`src/hdl/flash_host_pkg.sv`:
```
// Package with command codes, addresses and timing for the flash host controller.
package flash_host_pkg;
  // Flash bus widths.
  localparam int ADDR_W = 17;
  localparam int DATA_W = 16;
  // Unlock cycles and command codes, kept configurable as constants.
  localparam logic [16:0] UNLOCK1_ADDR = 17'h0_0555;
  localparam logic [16:0] UNLOCK2_ADDR = 17'h0_02AA;
  localparam logic [15:0] UNLOCK1_DATA = 16'h0_00AA;
  localparam logic [15:0] UNLOCK2_DATA = 16'h0_0055;
  localparam logic [15:0] CMD_RESET = 16'h0_00F0;
  localparam logic [15:0] CMD_IDENT = 16'h0_0090;
  localparam logic [15:0] CMD_PROGRAM = 16'h0_00A0;
  // Identification offsets in word mode.
  localparam logic [16:0] ID_MAKER_OFS = 17'h0_0000;
  localparam logic [16:0] ID_PART_OFS = 17'h0_0001;
  localparam logic [16:0] ID_PROT_OFS = 17'h0_0002;
  // Strobe timing in ns and derived cycle counts at 200 MHz.
  localparam int CLK_NS = 5;
  localparam int STROBE_NS = 50;
  localparam int HOLD_NS = 20;
  localparam int STROBE_CYC = (STROBE_NS + CLK_NS - 1) / CLK_NS;
  localparam int HOLD_CYC = (HOLD_NS + CLK_NS - 1) / CLK_NS;
  localparam int CNT_W = 8;
  // Software register offsets.
  localparam logic [3:0] REG_CTRL = 4'h0;
  localparam logic [3:0] REG_ADDR = 4'h1;
  localparam logic [3:0] REG_DATA = 4'h2;
  localparam logic [3:0] REG_STATUS = 4'h3;
  localparam logic [3:0] REG_RDATA = 4'h4;
  // Operation codes written to the control register.
  localparam logic [2:0] OP_READ = 3'h1;
  localparam logic [2:0] OP_PROGRAM = 3'h2;
  localparam logic [2:0] OP_IDENT = 3'h3;
  localparam logic [2:0] OP_RESET = 3'h4;
  localparam logic [2:0] OP_WRITE = 3'h5;
  // Bit positions in the status register.
  localparam int ST_BUSY = 0;
  localparam int ST_FLASH_READY = 1;
  localparam int ST_TIME_LIMIT = 2;
  localparam int ST_IN_IDENT = 3;
  localparam int ST_DONE = 4;
endpackage

```
`src/hdl/flash_host_ctrl.sv`:
```
// Host controller that issues read, program, identify and reset sequences to a parallel NOR flash.
`timescale 1ns/10ps
module flash_host_ctrl
  import flash_host_pkg::*;
(
  // Clock, reset and clock enable.
  input wire logic clock,
  input wire logic rst,
  input wire logic clk_en,
  // Software register port.
  input wire logic [3:0] reg_addr,
  input wire logic [31:0] reg_wdata,
  input wire logic reg_wr,
  input wire logic reg_rd,
  output logic [31:0] reg_rdata,
  // Flash pins.
  output logic [ADDR_W-1:0] flash_addr,
  input wire logic [DATA_W-1:0] flash_dq_in,
  output logic [DATA_W-1:0] flash_dq_out,
  output logic flash_dq_oe,
  output logic flash_ce_n,
  output logic flash_we_n,
  output logic flash_oe_n,
  output logic flash_reset_n,
  output logic flash_word_n,
  input wire logic ready_busy_n
);

  typedef enum logic [6:0] {
    ST_IDLE = 7'b000_0001,
    ST_WSETUP = 7'b000_0010,
    ST_WPULSE = 7'b000_0100,
    ST_WHOLD = 7'b000_1000,
    ST_RPULSE = 7'b001_0000,
    ST_RHOLD = 7'b010_0000,
    ST_WAITRDY = 7'b100_0000
  } state_e;

  state_e state, next_state;
  logic [CNT_W-1:0] cnt, next_cnt;
  logic [1:0] step, next_step;
  logic [2:0] op, next_op;
  logic [ADDR_W-1:0] addr, next_addr, tgt_addr, next_tgt_addr;
  logic [DATA_W-1:0] wdat, next_wdat, tgt_data, next_tgt_data, rdat, next_rdat;
  logic busy, next_busy, done, next_done, in_ident, next_in_ident;
  logic ce_n, next_ce_n, we_n, next_we_n, oe_n, next_oe_n, dq_oe, next_dq_oe;
  logic byte_mode, next_byte_mode, hold_reset, next_hold_reset;
  logic [31:0] next_reg_rdata;
  logic [2:0] rb_sync;
  logic rb_level, next_rb_level;

  // Sequence table for one step of each multi-cycle command.
  function automatic logic [ADDR_W+DATA_W-1:0] seq_cycle(input logic [1:0] s, input logic [15:0] cmd);
    case (s)
      2'd0: seq_cycle = {UNLOCK1_ADDR, UNLOCK1_DATA};
      2'd1: seq_cycle = {UNLOCK2_ADDR, UNLOCK2_DATA};
      default: seq_cycle = {UNLOCK1_ADDR, cmd};
    endcase
  endfunction

  // Input synchroniser; the first stage feeds only the second.
  always_ff @(posedge clock or posedge rst)
  begin
    if (rst)
      // Reset to the idle level of the pin so no false busy follows reset.
      rb_sync <= 3'h7;
    else if (clk_en)
      rb_sync <= {rb_sync[1:0], ready_busy_n};
  end

  always_comb
  begin
    next_rb_level = rb_level;
    if (rb_sync[1] == rb_sync[2])
      next_rb_level = rb_sync[2];
  end

  always_comb
  begin
    next_state = state;
    next_cnt = cnt;
    next_step = step;
    next_op = op;
    next_addr = addr;
    next_wdat = wdat;
    next_tgt_addr = tgt_addr;
    next_tgt_data = tgt_data;
    next_rdat = rdat;
    next_busy = busy;
    next_done = done;
    next_in_ident = in_ident;
    next_ce_n = ce_n;
    next_we_n = we_n;
    next_oe_n = oe_n;
    next_dq_oe = dq_oe;
    next_byte_mode = byte_mode;
    next_hold_reset = hold_reset;
    next_reg_rdata = 32'h0000_0000;
    if (reg_rd)
    begin
      case (reg_addr)
        REG_CTRL: next_reg_rdata = {29'h0, op};
        REG_ADDR: next_reg_rdata = {15'h0, tgt_addr};
        REG_DATA: next_reg_rdata = {16'h0, tgt_data};
        REG_STATUS:
        begin
          next_reg_rdata[ST_BUSY] = busy;
          next_reg_rdata[ST_FLASH_READY] = rb_level;
          next_reg_rdata[ST_TIME_LIMIT] = rdat[5];
          next_reg_rdata[ST_IN_IDENT] = in_ident;
          next_reg_rdata[ST_DONE] = done;
        end
        REG_RDATA: next_reg_rdata = {16'h0, rdat};
        default: next_reg_rdata = 32'h0000_0000;
      endcase
    end
    if (reg_wr && reg_addr == REG_ADDR)
      next_tgt_addr = reg_wdata[ADDR_W-1:0];
    if (reg_wr && reg_addr == REG_DATA)
      next_tgt_data = reg_wdata[DATA_W-1:0];
    // Status read clears done, but a new completion in the same cycle wins.
    if (reg_rd && reg_addr == REG_STATUS)
      next_done = 1'b0;
    case (state)
      ST_IDLE:
      begin
        if (reg_wr && reg_addr == REG_CTRL && !busy)
        begin
          next_op = reg_wdata[2:0];
          next_byte_mode = reg_wdata[4];
          next_hold_reset = reg_wdata[8];
          next_busy = 1'b1;
          next_step = 2'd0;
          next_cnt = CNT_W'(STROBE_CYC);
          if (reg_wdata[2:0] == OP_READ)
          begin
            next_addr = tgt_addr;
            next_ce_n = 1'b0;
            next_oe_n = 1'b0;
            next_state = ST_RPULSE;
          end
          else
            next_state = ST_WSETUP;
        end
      end
      ST_WSETUP:
      begin
        // Address and data settle one cycle before the strobes fall, so the later falling edge sees them.
        if (!dq_oe)
        begin
          if (op == OP_PROGRAM && step == 2'd3)
            {next_addr, next_wdat} = {tgt_addr, tgt_data};
          else if (op == OP_PROGRAM)
            {next_addr, next_wdat} = seq_cycle(step, CMD_PROGRAM);
          else if (op == OP_IDENT)
            {next_addr, next_wdat} = seq_cycle(step, CMD_IDENT);
          else if (op == OP_WRITE)
            {next_addr, next_wdat} = {tgt_addr, tgt_data};
          else
            {next_addr, next_wdat} = {tgt_addr, CMD_RESET};
          next_oe_n = 1'b1;
          next_dq_oe = 1'b1;
        end
        else
        begin
          next_ce_n = 1'b0;
          next_we_n = 1'b0;
          next_state = ST_WPULSE;
        end
      end
      ST_WPULSE:
      begin
        next_cnt = cnt - CNT_W'(1);
        if (cnt == CNT_W'(1))
        begin
          next_we_n = 1'b1;
          next_cnt = CNT_W'(HOLD_CYC);
          next_state = ST_WHOLD;
        end
      end
      ST_WHOLD:
      begin
        // Chip select rises a cycle after the write strobe, so the write strobe edge latches the data.
        next_ce_n = 1'b1;
        next_cnt = cnt - CNT_W'(1);
        if (cnt == CNT_W'(1))
        begin
          next_dq_oe = 1'b0;
          next_cnt = CNT_W'(STROBE_CYC);
          if ((op == OP_PROGRAM && step != 2'd3) || (op == OP_IDENT && step != 2'd2))
          begin
            next_step = step + 2'd1;
            next_state = ST_WSETUP;
          end
          else if (op == OP_PROGRAM)
            next_state = ST_WAITRDY;
          else
          begin
            next_in_ident = (op == OP_IDENT);
            next_hold_reset = 1'b0;
            next_busy = 1'b0;
            next_done = 1'b1;
            next_state = ST_IDLE;
          end
        end
      end
      ST_RPULSE:
      begin
        next_cnt = cnt - CNT_W'(1);
        if (cnt == CNT_W'(1))
        begin
          next_rdat = flash_dq_in;
          next_ce_n = 1'b1;
          next_oe_n = 1'b1;
          next_cnt = CNT_W'(HOLD_CYC);
          next_state = ST_RHOLD;
        end
      end
      ST_RHOLD:
      begin
        next_cnt = cnt - CNT_W'(1);
        if (cnt == CNT_W'(1))
        begin
          next_busy = 1'b0;
          next_done = 1'b1;
          next_state = ST_IDLE;
        end
      end
      ST_WAITRDY:
      begin
        if (cnt != '0)
          next_cnt = cnt - CNT_W'(1);
        else if (rb_level)
        begin
          next_busy = 1'b0;
          next_done = 1'b1;
          next_state = ST_IDLE;
        end
      end
      default:
        next_state = ST_IDLE;
    endcase
  end

  always_ff @(posedge clock or posedge rst)
  begin
    if (rst)
    begin
      state <= ST_IDLE;
      cnt <= '0;
      step <= 2'd0;
      op <= 3'h0;
      addr <= '0;
      wdat <= '0;
      tgt_addr <= '0;
      tgt_data <= '0;
      rdat <= '0;
      busy <= 1'b0;
      done <= 1'b0;
      in_ident <= 1'b0;
      ce_n <= 1'b1;
      we_n <= 1'b1;
      oe_n <= 1'b1;
      dq_oe <= 1'b0;
      byte_mode <= 1'b0;
      hold_reset <= 1'b0;
      reg_rdata <= 32'h0000_0000;
      rb_level <= 1'b1;
    end
    else if (clk_en)
    begin
      state <= next_state;
      cnt <= next_cnt;
      step <= next_step;
      op <= next_op;
      addr <= next_addr;
      wdat <= next_wdat;
      tgt_addr <= next_tgt_addr;
      tgt_data <= next_tgt_data;
      rdat <= next_rdat;
      busy <= next_busy;
      done <= next_done;
      in_ident <= next_in_ident;
      ce_n <= next_ce_n;
      we_n <= next_we_n;
      oe_n <= next_oe_n;
      dq_oe <= next_dq_oe;
      byte_mode <= next_byte_mode;
      hold_reset <= next_hold_reset;
      reg_rdata <= next_reg_rdata;
      rb_level <= next_rb_level;
    end
  end

  assign flash_addr = addr;
  assign flash_dq_out = wdat;
  assign flash_dq_oe = dq_oe;
  assign flash_ce_n = ce_n;
  assign flash_we_n = we_n;
  assign flash_oe_n = oe_n;
  // Reset pin is pulsed low during an OP_RESET with bit 8 set.
  assign flash_reset_n = ~hold_reset;
  assign flash_word_n = ~byte_mode;

endmodule // flash_host_ctrl

```
`config.mk`:
```
export PLATFORM = sky130hd
export DESIGN_NAME = flash_host_ctrl
export DESIGN_NICKNAME = d
export VERILOG_FILES = /design/src/hdl/flash_host_pkg.sv /design/src/hdl/flash_host_ctrl.sv
export SDC_FILE = /design/constraint.sdc
export NUM_CORES = 1
export LEC_CHECK = 0
export BUFFER_PORTS_ARGS = -buffer_cell sky130_fd_sc_hd__buf_4
export CAP_MARGIN = 10
export CORE_UTILIZATION = 62
export CTS_BUF_LIST = sky130_fd_sc_hd__clkbuf_4
export DETAILED_ROUTE_END_ITERATION = 8
export PLACE_DENSITY = 0.93
export REMOVE_ABC_BUFFERS = 1
export SYNTH_ARGS = -nofsm -noshare
export SYNTH_HDL_FRONTEND = slang
export SYNTH_SLANG_ARGS = --single-unit
```
`constraint.sdc`:
```
create_clock -name clock -period 6.4 [get_ports clock]
set_input_delay 0.64 -clock clock [delete_from_list [all_inputs] [get_ports clock]]
set_output_delay 0.64 -clock clock [all_outputs]
set_load 0.005 [all_outputs]
```
==> metrics.md <==
| Metric | Value |
|---|---|
| Status | completed |
| Width of the chip | between 100 and 150 um |
| Antenna violations before repair | 0 |
| Cts repair resizes | 0 |
| Maximum buffer depth of the clock tree | 2 |
| FILL cells | about 630 |
| Largest net degree at the start of global routing | 88 |
| Synth area leaders | dfrtp_1 (48%), mux2_2 (8.2%), nand2_1 (4.6%), o21ai_0 (3.5%), dfstp_2 (3.3%) |
| Yosys warning total | 0 |
| Initial standard-cell utilization of the core | about two thirds |
| Slew margin rel. | between 20% and 30% |
| Post-synth top area cell | dfrtp_1 |
| Unrepaired setup endpoints after global routing | false |
| Clk sinks | around 130 |
| Clock Tree Root | clkbuf_4 |
| Clock Latency Late Sink | between 500 and 600 ps |
| Io pins | about 130 |
| Die height | 104 um |
| Via/cell ratio | ~6.5 |
| Maxcap violations | 0 |
| CP bufs+invs | 0 |
| Crit path max fanout | 32 |
| DR pass1 iterations | 6 |
| Hpwl dp | between 10 and 15 mm |
| Grt ovf | 0 |
| Routed WL | about 17 mm |
| Crit path cell chain | nor3_1, nand2_1, nor3_1, nand2_1, a221oi_1, a21o_1 |
| Critical path arrival | 3120 ps |
| Critical path's slowest cell | nand2_1 |
| DRT antenna net count | 0 |
| Period Utilization, post-route | between 40% and 50% |
| Share of cells above drive strength 1 | a little under a third |
| CP Class | register to register |
| Yosys reg bits | about 130 |
| First-pass GRT wire length | 28.1 mm |
| Hold Crit Class | input port to async pin |
| Most numerous cell in the Yosys netlist | dfrtp_1 |
| Clock Skew | ~15 ps |
| Share of the synthesized area in the top cell type | between 40% and 50% |
| Number of synthesized flops with an enable pin | 0 |
| CTS tree | built |
| Total number of vias | 5453 |
| Hold_buf cts | 0 |
| DR WL/cell | around 21 um |
| # setup viols final | 0 |
| Die area | about 0.011 mm^2 |
| Achievable frequency | 0.381 GHz |
| Syn Area/Cell | between 10 and 15 um^2 |
| Core Footprint | ~0.01 mm^2 |
| Worst Path Required | 6890 ps |
| Gp weighted congestion | between 0.9 and 1 |
| Top delay family on crit path | simple AND/OR/NAND/NOR gates |
| PD cells | about 220 mW/mm^2 |
| Post-layout util | around 75% |
| Initial DRC Count | ~610 |
| Ys async rst share | 100% |
| # rows | 36 |
| Top cells by count, synth | dfrtp_1 (124), nand2_1 (79), mux2_2 (47) |
| Peak VDD IR | roughly 0.00014 V |
| Area growth, synth to finish | 15.6% |
| Layout Nets | 764 |
| CTS Buf Count | 17 |
| Ys flop type | dfrtp_1 |
| Worst R2R Setup Slack | around 3800 ps |
| Min Tclk post-route | roughly 2600 ps |
| Post-synthesis sequential area ratio | about half |
| R2R Path End | flash_dq_out[7]$_DFFE_PP0P_ |
| Netlist Area Pre-Place | 0.00646 mm^2 |
| Clock slew at reported path FFs | approximately 130 ps |
| Vias in the first global route | approximately 5400 |
| Max incr delay on CP | 660 ps |
| Postcts setup bufs | 0 |
| Netlist cell types | 63 |
| H-tree levels | 4 |
| Worst r2r path cells | 6 |
| Cells after Synth | ~600 |
| RR Startpoint | state[3]$_DFFE_PP0P_ |
| Startpoint types | register |
| Antenna cells | 0 |
| Actual slew at the worst max-slew pin | around 1100 ps |
| Worst Setup End Kind | register |
| Pleak | roughly 3.6 nW |
| Total power | around 1.6 mW |
| Setup_tns | 0 ps |
| Final Hold Fails | 0 |
| Drc violations | 0 |
| Fin. max-slew vios | 0 |
| Port Buffer Count | 98 |
| GRT Total Usage | approximately a third |
report_power, final:
group	total, mW	internal (mW)	switching [mW]	leakage (nW)
logic	0.132	0.0623	0.0699	1.71
clock network	0.545	0.201	0.344	0.135
registers	0.935	0.885	0.0502	1.75
total	1.61	1.15	0.464	3.60
sequential cells by signal, indices dropped and copies added, names as in the netlist:
| signal | cells |
|---|---|
| flash_addr | 17 |
| reg_rdata | 17 |
| tgt_addr | 17 |
| flash_dq_out | 16 |
| rdat | 16 |
| tgt_data | 16 |
| cnt | 8 |
| state | 7 |
| op | 3 |
| rb_sync | 3 |
| step | 2 |
| busy | 1 |
| byte_mode | 1 |
| done | 1 |
| flash_ce_n | 1 |
| flash_dq_oe | 1 |
| flash_oe_n | 1 |
| flash_we_n | 1 |
| hold_reset | 1 |
| in_ident | 1 |
| rb_level | 1 |
cell usage in the layout (no fill, tap or decap), drive strengths merged, types with 4 or more instances in the layout:
cell type,instances
buf,107
nor3b,4
mux2,58
nand2b,4
clkinvlp,4
conb,15
a22oi,9
nand4,5
and3,9
nor3,9
clkinv,5
a222oi,16
inv,21
dfrtp,124
nand3,10
o21ai,65
o2bb2ai,11
nor4b,4
a21oi,34
a21o,8
ha,8
nor2,26
clkbuf,18
dfstp,8
nor2b,9
nand2,80
how the worst max path moves through the flow:
stage | startpoint | to | cells after the start
floorplan | rst | busy$_DFFE_PP0P_ | 1
global placement | clk_en | flash_dq_out[7]$_DFFE_PP0P_ | 6
detailed placement | clk_en | flash_dq_out[7]$_DFFE_PP0P_ | 6
CTS | state[3]$_DFFE_PP0P_ | flash_dq_out[7]$_DFFE_PP0P_ | 6
global route | state[3]$_DFFE_PP0P_ | flash_dq_out[7]$_DFFE_PP0P_ | 6
finish | state[3]$_DFFE_PP0P_ | flash_dq_out[7]$_DFFE_PP0P_ | 6
final cells by class:
type                    instances  area, um^2  area share [%]
flip-flops and latches        132        3310            44.3
multi-input cells             423        2860            38.3
inverters                      17        66.3           0.888
well taps                     133         166            2.23
clock inverters                14         129            1.73
clock buffers                  18         135            1.81
repair buffers                107         803            10.8
logic make-up after synthesis:
| family | after synthesis | synth area share, % |
|---|---|---|
| flops | 132 | 51.3 |
| other cells | 1 | 0.0580 |
| fa+ha+maj | 8 | 1.55 |
| mux | 60 | 10.4 |
| compound gates | 165 | 17.2 |
| xor+xnor | 3 | 0.407 |
| simple gates | 172 | 13.6 |
| buf+inv | 63 | 5.48 |
layer usage:
layer / up-vias / global-route usage (%) / share of wire, %
met1: 2676 / 43.0 / 38
met3: 69 / 7.89 / 9.8
met2: 357 / 53.9 / 49
li1: 2351 / - / -
met5: - / 0 / 0
met4: 0 / 18.7 / 3.7
worst register-to-register path: stages (launching register included):
cell	delay [ps]
dfrtp_1	530
nor3_1	350
nand2_1	170
nor3_1	250
nand2_1	660
a221oi_1	490
a21o_1	120
through the flow:
step                hold slack, ps  instances  worst slack [ps]  area [um^2]
floorplan                      455        572              2250         6230
global placement               462        812              3330         7210
detailed placement             468        812              3340         7210
CTS                            136        844              3830         7470
global route                   152        844              3510         7470
finish                         126        844              3780         7470
Power figures use the tool's default switching activity.
